--- config.mk ---
export PLATFORM = sky130hd
export DESIGN_NAME = virs_route_select
export DESIGN_NICKNAME = d
export VERILOG_FILES = /design/src/core/virs_pkg.sv /design/src/core/virs_route_select.sv
export VERILOG_INCLUDE_DIRS = /design/src /design/src/core
export SDC_FILE = /design/constraint.sdc
export NUM_CORES = 1
export LEC_CHECK = 0
export BUFFER_PORTS_ARGS = -buffer_cell sky130_fd_sc_hd__buf_2
export CAP_MARGIN = 20
export CORE_MARGIN = 4
export CORE_UTILIZATION = 45
export CTS_CLUSTER_DIAMETER = 50
export CTS_CLUSTER_SIZE = 40
export DETAILED_ROUTE_END_ITERATION = 12
export PLACE_DENSITY = 0.72
export SYNTH_ARGS = -nofsm -noshare
export SYNTH_HDL_FRONTEND = slang
export SYNTH_SLANG_ARGS = --single-unit
--- constraint.sdc ---
create_clock -name mclk_i -period 2.1 [get_ports mclk_i]
set_clock_uncertainty 0.1 [all_clocks]
set_input_delay 0 -clock mclk_i [delete_from_list [all_inputs] [get_ports mclk_i]]
set_output_delay 0 -clock mclk_i [all_outputs]
set_load 0.02 [all_outputs]
--- src/core/virs_params.svh ---
`ifndef VIRS_PARAMS_SVH
`define VIRS_PARAMS_SVH

// register offsets
`define VIRS_ADDR_SEL        8'h00
`define VIRS_ADDR_OUTCTL     8'h03
`define VIRS_ADDR_PWR        8'h0F
`define VIRS_ADDR_ROUTE01    8'hC3
`define VIRS_ADDR_ROUTE2     8'hC4

// field positions
`define VIRS_SEL_LSB         0
`define VIRS_SEL_MSB         3
`define VIRS_TRISTATE_BIT    6
`define VIRS_PD_PRIO_BIT     2
`define VIRS_PD_BIT          5
`define VIRS_MAN_EN_BIT      7
`define VIRS_R0_LSB          0
`define VIRS_R1_LSB          4
`define VIRS_R2_LSB          0

// reset values
`define VIRS_SEL_RST         4'h0
`define VIRS_REG_RST         8'h00

// selection code boundaries
`define VIRS_SEL_CVBS_LAST   4'h5
`define VIRS_SEL_YC1         4'h6
`define VIRS_SEL_YC2         4'h7
`define VIRS_SEL_YC3         4'h8
`define VIRS_SEL_COMP1       4'h9
`define VIRS_SEL_COMP2       4'hA
`define VIRS_SEL_CVBS7       4'hB
`define VIRS_SEL_HI_OFFSET   4'h4

// manual route code windows
`define VIRS_MAN_LO_FIRST    4'h1
`define VIRS_MAN_LO_LAST     4'h6
`define VIRS_MAN_HI_FIRST    4'h9
`define VIRS_MAN_HI_LAST     4'hE
`define VIRS_MAN_HI_OFFSET   4'h2

// per-converter masks of usable manual codes (bit n = code n)
`define VIRS_MASK_CONV0      16'h7E7E
`define VIRS_MASK_CONV1      16'h7878
`define VIRS_MASK_CONV2      16'h6464

// analog input numbers (0 = no connection)
`define VIRS_IN_NONE         4'h0
`define VIRS_IN1             4'h1
`define VIRS_IN2             4'h2
`define VIRS_IN3             4'h3
`define VIRS_IN4             4'h4
`define VIRS_IN5             4'h5
`define VIRS_IN6             4'h6

`endif

--- src/core/virs_pkg.sv ---
package virs_pkg;

   typedef enum logic [1:0] {
      VIRS_FMT_COMPOSITE,
      VIRS_FMT_YC,
      VIRS_FMT_COMPONENT
   } virs_fmt_t;

   typedef logic [3:0] virs_input_t;

endpackage : virs_pkg

--- src/core/virs_route_select.sv ---
`include "virs_params.svh"

// What this block does
// a 4-bit selection field picks the analog inputs and decoded video format
// the selection code also sets the core to composite, Y/C or component
// after reset the selection field is 0000, composite from input 1
// codes 0000-0101 composite inputs 1-6; 1011-1111 composite inputs 7-11
// 0110/0111/1000 Y/C pairs 1-4,2-5,3-6; 1001 component 1/4/5, 1010 2/3/6
// input 12 is reachable only through manual route codes
// manual path with enable bit and three per-converter route fields
// controller drives power-down pin low to power down, high to run
// output-enable pin low with tristate bit 6 of 03 clear drives pixel bus; high floats pixels, syncs, lock stream
// manual routes win for the switches; selection code still sets the format
// manual override acts only while enable bit 7 of C4 is set; 4-bit fields
// with priority bit 0 the pin controls core power-down, register bit ignored
module virs_route_select #(
   parameter int PIX_W = 20
) (
   input  wire logic                mclk_i,                   // 125 MHz clock
   input  wire logic                rst_b_i,                  // sync reset, active low
   input  wire logic                reg_wr_i,                 // register write strobe
   input  wire logic                reg_rd_i,                 // register read strobe
   input  wire logic [7:0]          reg_addr_i,               // register address
   input  wire logic [7:0]          reg_wdata_i,              // write data
   output logic      [7:0]          reg_rdata_o,              // read data
   input  wire logic                power_down_n_pin_i,       // power-down pin, active low
   input  wire logic                output_enable_n_i,        // output-enable pin, active low
   input  wire logic [PIX_W-1:0]    pixel_i,                  // pixel data from core
   input  wire logic                horiz_sync_i,             // hsync from core
   input  wire logic                vert_sync_i,              // vsync from core
   input  wire logic                subcarrier_lock_i,        // lock stream from core
   output logic      [PIX_W-1:0]    pixel_o,                  // pixel bus out
   output logic      [PIX_W-1:0]    pixel_oe_o,               // pixel bus enables
   output logic                     horiz_sync_out_o,         // hsync pin out
   output logic                     horiz_sync_oe_o,          // hsync enable
   output logic                     vert_sync_out_o,          // vsync pin out
   output logic                     vert_sync_oe_o,           // vsync enable
   output logic                     subcarrier_lock_stream_o, // lock stream pin out
   output logic                     subcarrier_lock_oe_o,     // lock stream enable
   output virs_pkg::virs_input_t    conv0_input_o,            // input at converter 0
   output virs_pkg::virs_input_t    conv1_input_o,            // input at converter 1
   output virs_pkg::virs_input_t    conv2_input_o,            // input at converter 2
   output virs_pkg::virs_fmt_t      core_format_o,            // decode format for core
   output logic                     core_power_down_o         // core power-down, active high
);
   import virs_pkg::*;

   // ----------------------------------------------------------------------
   // register file
   // ----------------------------------------------------------------------
   logic [3:0] input_format_select_ff;
   logic       tristate_ff;
   logic       power_down_priority_ff;
   logic       power_down_bit_ff;
   logic       manual_route_enable_ff;
   logic [3:0] conv0_route_code_ff;
   logic [3:0] conv1_route_code_ff;
   logic [3:0] conv2_route_code_ff;
   logic [7:0] reg_rdata_ff;
   logic [7:0] nxt_rdata;

   always_ff @(posedge mclk_i) begin
      if (!rst_b_i) begin
         input_format_select_ff <= `VIRS_SEL_RST;
      end else if (reg_wr_i && reg_addr_i == `VIRS_ADDR_SEL) begin
         input_format_select_ff <= reg_wdata_i[`VIRS_SEL_MSB:`VIRS_SEL_LSB];
      end
   end

   always_ff @(posedge mclk_i) begin
      if (!rst_b_i) begin
         tristate_ff            <= 1'b0;
         power_down_priority_ff <= 1'b0;
         power_down_bit_ff      <= 1'b0;
      end else if (reg_wr_i) begin
         if (reg_addr_i == `VIRS_ADDR_OUTCTL) begin
            tristate_ff <= reg_wdata_i[`VIRS_TRISTATE_BIT];
         end
         if (reg_addr_i == `VIRS_ADDR_PWR) begin
            power_down_priority_ff <= reg_wdata_i[`VIRS_PD_PRIO_BIT];
            power_down_bit_ff      <= reg_wdata_i[`VIRS_PD_BIT];
         end
      end
   end

   always_ff @(posedge mclk_i) begin
      if (!rst_b_i) begin
         manual_route_enable_ff <= 1'b0;
         conv0_route_code_ff    <= 4'h0;
         conv1_route_code_ff    <= 4'h0;
         conv2_route_code_ff    <= 4'h0;
      end else if (reg_wr_i) begin
         if (reg_addr_i == `VIRS_ADDR_ROUTE01) begin
            conv0_route_code_ff <= reg_wdata_i[`VIRS_R0_LSB +: 4];
            conv1_route_code_ff <= reg_wdata_i[`VIRS_R1_LSB +: 4];
         end
         if (reg_addr_i == `VIRS_ADDR_ROUTE2) begin
            manual_route_enable_ff <= reg_wdata_i[`VIRS_MAN_EN_BIT];
            conv2_route_code_ff    <= reg_wdata_i[`VIRS_R2_LSB +: 4];
         end
      end
   end

   always_comb begin
      nxt_rdata = 8'h00;
      case (reg_addr_i)
         `VIRS_ADDR_SEL:     nxt_rdata[`VIRS_SEL_MSB:`VIRS_SEL_LSB] = input_format_select_ff;
         `VIRS_ADDR_OUTCTL:  nxt_rdata[`VIRS_TRISTATE_BIT] = tristate_ff;
         `VIRS_ADDR_PWR: begin
            nxt_rdata[`VIRS_PD_PRIO_BIT] = power_down_priority_ff;
            nxt_rdata[`VIRS_PD_BIT]      = power_down_bit_ff;
         end
         `VIRS_ADDR_ROUTE01: nxt_rdata = {conv1_route_code_ff, conv0_route_code_ff};
         `VIRS_ADDR_ROUTE2:  nxt_rdata = {manual_route_enable_ff, 3'h0, conv2_route_code_ff};
         default:            nxt_rdata = 8'h00;
      endcase
   end

   always_ff @(posedge mclk_i) begin
      if (!rst_b_i) begin
         reg_rdata_ff <= 8'h00;
      end else if (reg_rd_i) begin
         reg_rdata_ff <= nxt_rdata;
      end
   end

   assign reg_rdata_o = reg_rdata_ff;

   // ----------------------------------------------------------------------
   // pre-assigned routing and format from the selection code
   // ----------------------------------------------------------------------
   virs_input_t sel_route [3];
   virs_fmt_t   sel_fmt;

   always_comb begin
      sel_route[0] = `VIRS_IN_NONE;
      sel_route[1] = `VIRS_IN_NONE;
      sel_route[2] = `VIRS_IN_NONE;
      sel_fmt      = VIRS_FMT_COMPOSITE;
      case (input_format_select_ff)
         `VIRS_SEL_YC1: begin
            sel_route[0] = `VIRS_IN1;
            sel_route[1] = `VIRS_IN4;
            sel_fmt      = VIRS_FMT_YC;
         end
         `VIRS_SEL_YC2: begin
            sel_route[0] = `VIRS_IN2;
            sel_route[1] = `VIRS_IN5;
            sel_fmt      = VIRS_FMT_YC;
         end
         `VIRS_SEL_YC3: begin
            sel_route[0] = `VIRS_IN3;
            sel_route[1] = `VIRS_IN6;
            sel_fmt      = VIRS_FMT_YC;
         end
         `VIRS_SEL_COMP1: begin
            sel_route[0] = `VIRS_IN1;
            sel_route[1] = `VIRS_IN4;
            sel_route[2] = `VIRS_IN5;
            sel_fmt      = VIRS_FMT_COMPONENT;
         end
         `VIRS_SEL_COMP2: begin
            sel_route[0] = `VIRS_IN2;
            sel_route[1] = `VIRS_IN3;
            sel_route[2] = `VIRS_IN6;
            sel_fmt      = VIRS_FMT_COMPONENT;
         end
         default: begin
            // composite: inputs 1-6 and 7-11; input 12 never reached here
            if (input_format_select_ff <= `VIRS_SEL_CVBS_LAST) begin
               sel_route[0] = input_format_select_ff + 4'h1;
            end else begin
               sel_route[0] = input_format_select_ff - `VIRS_SEL_HI_OFFSET;
            end
         end
      endcase
   end

   // ----------------------------------------------------------------------
   // manual routing, one decoder per converter
   // ----------------------------------------------------------------------
   localparam logic [15:0] MAN_MASK [3] = '{`VIRS_MASK_CONV0, `VIRS_MASK_CONV1, `VIRS_MASK_CONV2};
   logic [3:0] man_code [3];
   virs_input_t conv_ff [3];

   assign man_code[0] = conv0_route_code_ff;
   assign man_code[1] = conv1_route_code_ff;
   assign man_code[2] = conv2_route_code_ff;

   for (genvar g = 0; g < 3; g++) begin : g_conv
      virs_input_t man_route;
      always_comb begin
         man_route = `VIRS_IN_NONE;
         if (MAN_MASK[g][man_code[g]]) begin
            if (man_code[g] >= `VIRS_MAN_HI_FIRST && man_code[g] <= `VIRS_MAN_HI_LAST) begin
               man_route = man_code[g] - `VIRS_MAN_HI_OFFSET;
            end else if (man_code[g] >= `VIRS_MAN_LO_FIRST && man_code[g] <= `VIRS_MAN_LO_LAST) begin
               man_route = man_code[g];
            end
         end
      end
      always_ff @(posedge mclk_i) begin
         if (!rst_b_i) begin
            conv_ff[g] <= `VIRS_IN_NONE;
         end else if (manual_route_enable_ff) begin
            conv_ff[g] <= man_route;
         end else begin
            conv_ff[g] <= sel_route[g];
         end
      end
   end

   // format always follows the selection code, even under manual override
   always_ff @(posedge mclk_i) begin
      if (!rst_b_i) begin
         core_format_o <= VIRS_FMT_COMPOSITE;
      end else begin
         core_format_o <= sel_fmt;
      end
   end

   assign conv0_input_o = conv_ff[0];
   assign conv1_input_o = conv_ff[1];
   assign conv2_input_o = conv_ff[2];

   // ----------------------------------------------------------------------
   // power-down
   // ----------------------------------------------------------------------
   always_ff @(posedge mclk_i) begin
      if (!rst_b_i) begin
         core_power_down_o <= 1'b0;
      end else if (!power_down_priority_ff) begin
         core_power_down_o <= !power_down_n_pin_i;
      end else begin
         core_power_down_o <= power_down_bit_ff;
      end
   end

   // ----------------------------------------------------------------------
   // output drivers
   // ----------------------------------------------------------------------
   logic drive_ff;

   always_ff @(posedge mclk_i) begin
      if (!rst_b_i) begin
         drive_ff                 <= 1'b0;
         pixel_o                  <= '0;
         horiz_sync_out_o         <= 1'b0;
         vert_sync_out_o          <= 1'b0;
         subcarrier_lock_stream_o <= 1'b0;
      end else begin
         drive_ff                 <= !output_enable_n_i && !tristate_ff;
         pixel_o                  <= pixel_i;
         horiz_sync_out_o         <= horiz_sync_i;
         vert_sync_out_o          <= vert_sync_i;
         subcarrier_lock_stream_o <= subcarrier_lock_i;
      end
   end

   assign pixel_oe_o           = {PIX_W{drive_ff}};
   assign horiz_sync_oe_o      = drive_ff;
   assign vert_sync_oe_o       = drive_ff;
   assign subcarrier_lock_oe_o = drive_ff;

endmodule : virs_route_select

Word level (Yosys, flattened, before mapping)

Memory sizes are Yosys's and may differ from the RTL's. A register that Yosys moved wholly into a read port is not among the register bits.
Cells that the tools add are included.
Widths: inputs -> output; s select.

Flip-flop bits (word level): 55
RAM bits: 12
Bits in read-only memories: 48
Input bits: 45
Output and inout port bits: 69
Word-level logic and storage cells: 120
Memories kept: 4

Add/subtract/negate cells: 5
Magnitude comparators: 16
Equal/unequal tests: 9
Mux-type cells: 44
Bitwise operators: 6
Reduce and logical (&&, ||, !) cells: 20

Memories:

| memory           | words | bits a word | rd ports | clocked after memory_dff | write ports | RTL line                 | text |
|---|---|---|---|---|---|---|---|
| (name not given) | 16    | 1           | 1        | 1                        | 0           | virs_route_select.sv:194 | `if (MAN_MASK[g][man_code[g]]) begin` |
| (name not given) | 16    | 1           | 1        | 1                        | 0           | virs_route_select.sv:194 |  |
| (name not given) | 16    | 1           | 1        | 1                        | 0           | virs_route_select.sv:194 |  |
| conv_ff          | 3     | 4           | 3        | 0                        | 3           | virs_route_select.sv:184 | `virs_input_t conv_ff [3];` |

Operator list:

| operator            | count |
|---|---|
| $mux 4              | 22 |
| $eq 8x8->1 const B  | 2 |
| $le 4x3->1 const B  | 4 |
| $lt 4x5->1 const B  | 3 |
| $eq 4x4->1 const B  | 3 |
| $ge 4x1->1 const B  | 3 |
| $ge 4x4->1 const B  | 3 |
| $le 4x4->1 const B  | 3 |
| $mux 1              | 12 |
| $pmux 3 s4          | 1 |
| $pmux 4 s3          | 1 |
| $sub 4x2->4 const B | 3 |
| $eq 4x3->1 const B  | 2 |
| $eq 8x2->1 const B  | 1 |
| $eq 8x4->1 const B  | 1 |
| $logic_and 1x1->1   | 8 |
| $logic_not 8->1     | 1 |
| $reduce_and 2->1    | 4 |
| $or 1x1->1          | 6 |
| $pmux 1 s2          | 3 |
| $pmux 2 s3          | 1 |
| $pmux 3 s2          | 1 |
| $reduce_or 2->1     | 3 |
| $add 4x1->4 const B | 1 |
| 6 further kinds     | 8 |

Longest topological paths before layout

Depth in word-level cells: 7
Depth in mapped cells: 8
Gate-level depth less buffers: 7

Least setup slack after synthesis

No wires, ideal clock.

Path type: register to register
From: reg input_format_select_ff[3]
To: mem conv_ff[0][1] (netlist name) (data pin)
Setup time: 0.267 ns
Arrival: 1.400 ns
Required time: 1.733 ns
Slack: 0.334 ns
Cell stages (with the launch flop): 7
Buffers on the path: 0
Clock period less this slack: 1.766 ns
Cell sequence: dfxtp_1 -> inv_1 -> ha_1 -> nor2b_1 -> o21ai_0 -> mux2i_1 -> o21ai_0

RTL lines:

| what                   | RTL line                 | text |
|---|---|---|
| from (decl)            | virs_route_select.sv:51  | `logic [3:0] input_format_select_ff;` |
| from (signal assigned) | virs_route_select.sv:64  | `` input_format_select_ff <= `VIRS_SEL_RST; `` |
| from (signal assigned) | virs_route_select.sv:66  | `` input_format_select_ff <= reg_wdata_i[`VIRS_SEL_MSB:`VIRS_SEL_LSB]; `` |
| to (decl)              | virs_route_select.sv:184 |  |

==> run metrics <==
Rows 31; Worst EP arrival around 2 ns; post-route clock period utilization 0.925; outcome finished clean; P&R area growth vs syn 32.6%; Initial Util 0.470; Post-synth EDFFs 12; vias in the first global route approximately 2,900; Async S/R FF share, synth 0; Worst path slowest cell dfxtp_1; placed standard-cell area around 4000 µm²; clock buffer depth 2; Cell Pwr Density between 600 and 700 nW/µm²; largest net degree at the start of global routing 26; Commonest cells post-synth 58 x dfxtp_1, 30 x nor2_1, 27 x nand2_1; worst path cell trace inv_1, ha_1, o21ai_0, nand3_1, o31ai_1; Antenna Cells 0; Place WS about 0.21 ns; 1st-pass router iterations 6; Leakage around 0.0021 µW; CTS H-tree depth 3; die area between 9000 and 10,000 µm²; Fin. Hold Viols 0; hpwl dp just over 6000 µm; Post-DRT Antenna Nets 0; all-layer global routing usage 0.190; post-CTS sizing 0; clock root buffer clkbuf_8; GRT overflow 0; post-CTS setup buffers 0; worst hold path class in2reg; via-per-instance ratio 5.02; Min Clock Period, post-route between 1.5 and 2 ns; max-cap violation count 0; # nets final ~570; Synth area leaders dfxtp_1 34%, edfxtp_1 10%, mux2i_1 5.8%; Synth Cell Area roughly 3400 µm²; crit-path max FO 7; fin worst setup slack 0.157 ns; CP Capture Type flip-flop; Worst setup SP type flip-flop; drt drc 0; layout cells sized above 1 0.278; fmax 0.515 GHz; Die Span X around 95 µm; Setup TNS 0 ns; Final Max Tran Viols 0; mean routed wirelength per cell roughly 14 µm; Crit Path Category reg2reg; crit-path max cell delay between 0.4 and 0.5 ns; core area 7330 µm²; cell count after synthesis 371; overall power between 2000 and 3000 µW; first-pass GRT wire length ~14,000 µm; post-layout instance area 4570 µm²; Iter 0 DRT Violations approximately 130; Synth warnings 0; CTS Sinks 70; die height 95.5 µm; Ports between 100 and 150; Clk Latency, worst-skew pair between 0.3 and 0.4 ns; Yosys reg bits 70; count leader, synth dfxtp_1; Final setup viols 0; Peak supply drop about 0.00025 V; Clock transition at path regs about 0.070 ns; Seq/Total Area, Yosys 0.442; number of I/O port buffers 113; share of the synthesized area in the top cell type 0.337; synth unique cells 52; Synth Flop Type dfxtp_1; WL final 8460 µm; Num CTS Buffers 9; CTS tree yes; Synth area leader dfxtp_1; Vias 3,096; Critical Path RT around 2.2 ns; initial antenna violation count 0; RSZ-0062 raised after global routing false; Avg Cell Area, Syn 9.28 µm²; routability cong. 0.901
layout by cell type (no fill, tap or decap), types with 2 or more instances in the layout:
master and instances:
clkbuf_8 11, a21oi_1 23, nand3_1 21, and2_1 25
inv_1 17, clkinv_2 3, buf_2 113, ha_1 14
mux2i_1 20, o211ai_1 2, o21a_1 4, o32ai_1 2
nand4_1 2, o31ai_1 3, a211oi_1 2, buf_4 8
or3_1 2, xnor2_1 4, dlygate4sd3_1 36, dfxtp_1 58
nand2b_1 7, nor4bb_1 2, o21ai_0 15, a222oi_1 3
nand2_1 27, a22o_1 7, edfxtp_1 12, nor2_1 30
conb_1 12, nand4b_1 2, nor3_1 6
layer usage:
| layer | GRT usage | wire, µm | up-vias |
|---|---|---|---|
| li1 | - | - | 1549 |
| met1 | 0.240 | 3680 | 1402 |
| met5 | 0 | 0 | - |
| met2 | 0.311 | 3940 | 132 |
| met3 | 0.0481 | 685 | 13 |
| met4 | 0.0735 | 156 | 0 |
final timing paths:
path | cells past startpoint | to | from | slack [ns]
max reg2reg | 5 | conv_ff[0][2] | input_format_select_ff[1] | 0.16
min | 2 | pixel_o[19] | rst_b_i | 0.01
max | 5 | conv_ff[0][2] | input_format_select_ff[1] | 0.16
min reg2reg | 2 | reg_rdata_o[4] | reg_rdata_o[4] | 0.37
worst max-delay path, delay by kind of cell, from the launching register on:
kind,cells,cell delay [ns]
adders and majority gates,1,0.26
AOI/OAI and AO/OA,2,0.62
DFF,1,0.47
and+or+nand+nor,1,0.19
buffers and inverters,1,0.12
power breakdown:
part / switching, µW / total, µW / leakage (µW) / internal, µW
registers: 12.9 / 1410 / 0.000597 / 1400
logic: 184 / 327 / 0.00142 / 143
clock network: 483 / 1090 / 0.000106 / 608
cell families after synthesis:
| logic type | share of synthesized area |
|---|---|
| flip-flops | 0.442 |
| adder cells (fa/ha/maj) | 0.0509 |
| AND/OR/NAND/NOR | 0.221 |
| XOR/XNOR | 0.0102 |
| other | 0.00109 |
| AO/OA/AOI/OAI | 0.133 |
| multiplexers | 0.0581 |
| buffers and inverters | 0.0846 |
timing repair:
item / CTS / global route
hold buffers: 36 / 0
setup endpoints to repair: 0 / 0
hold endpoints to repair: 51 / 0
metrics by stage:
stage,hold WS [ns],util,std cells
final,0.0135,0.623,617
after CTS,0.00183,0.623,617
after detailed placement,0.0610,0.547,565
after global routing,0.0424,0.623,617
after floorplan,-0.0289,-,382
after global placement,0.0569,0.547,565
area by class of cell:
cell class	count	area [µm²]
clock buffer	12	155
fill	613	2760
multi-input combinational	258	1670
sequential	70	1520
clock inverter	4	45.0
inverter	17	63.8
tap	99	124
timing repair buffer	157	986
flip-flops by register name, summed over array words and instances (netlist names), 2 cells and up, named ones only:
signal / count
reg_rdata_o: 8
conv2_route_code_ff: 4
conv1_route_code_ff: 4
conv0_route_code_ff: 4
input_format_select_ff: 4
core_format_o: 2
pixel_o: 20
conv_ff: 12
Power figures use the tool's default switching activity.
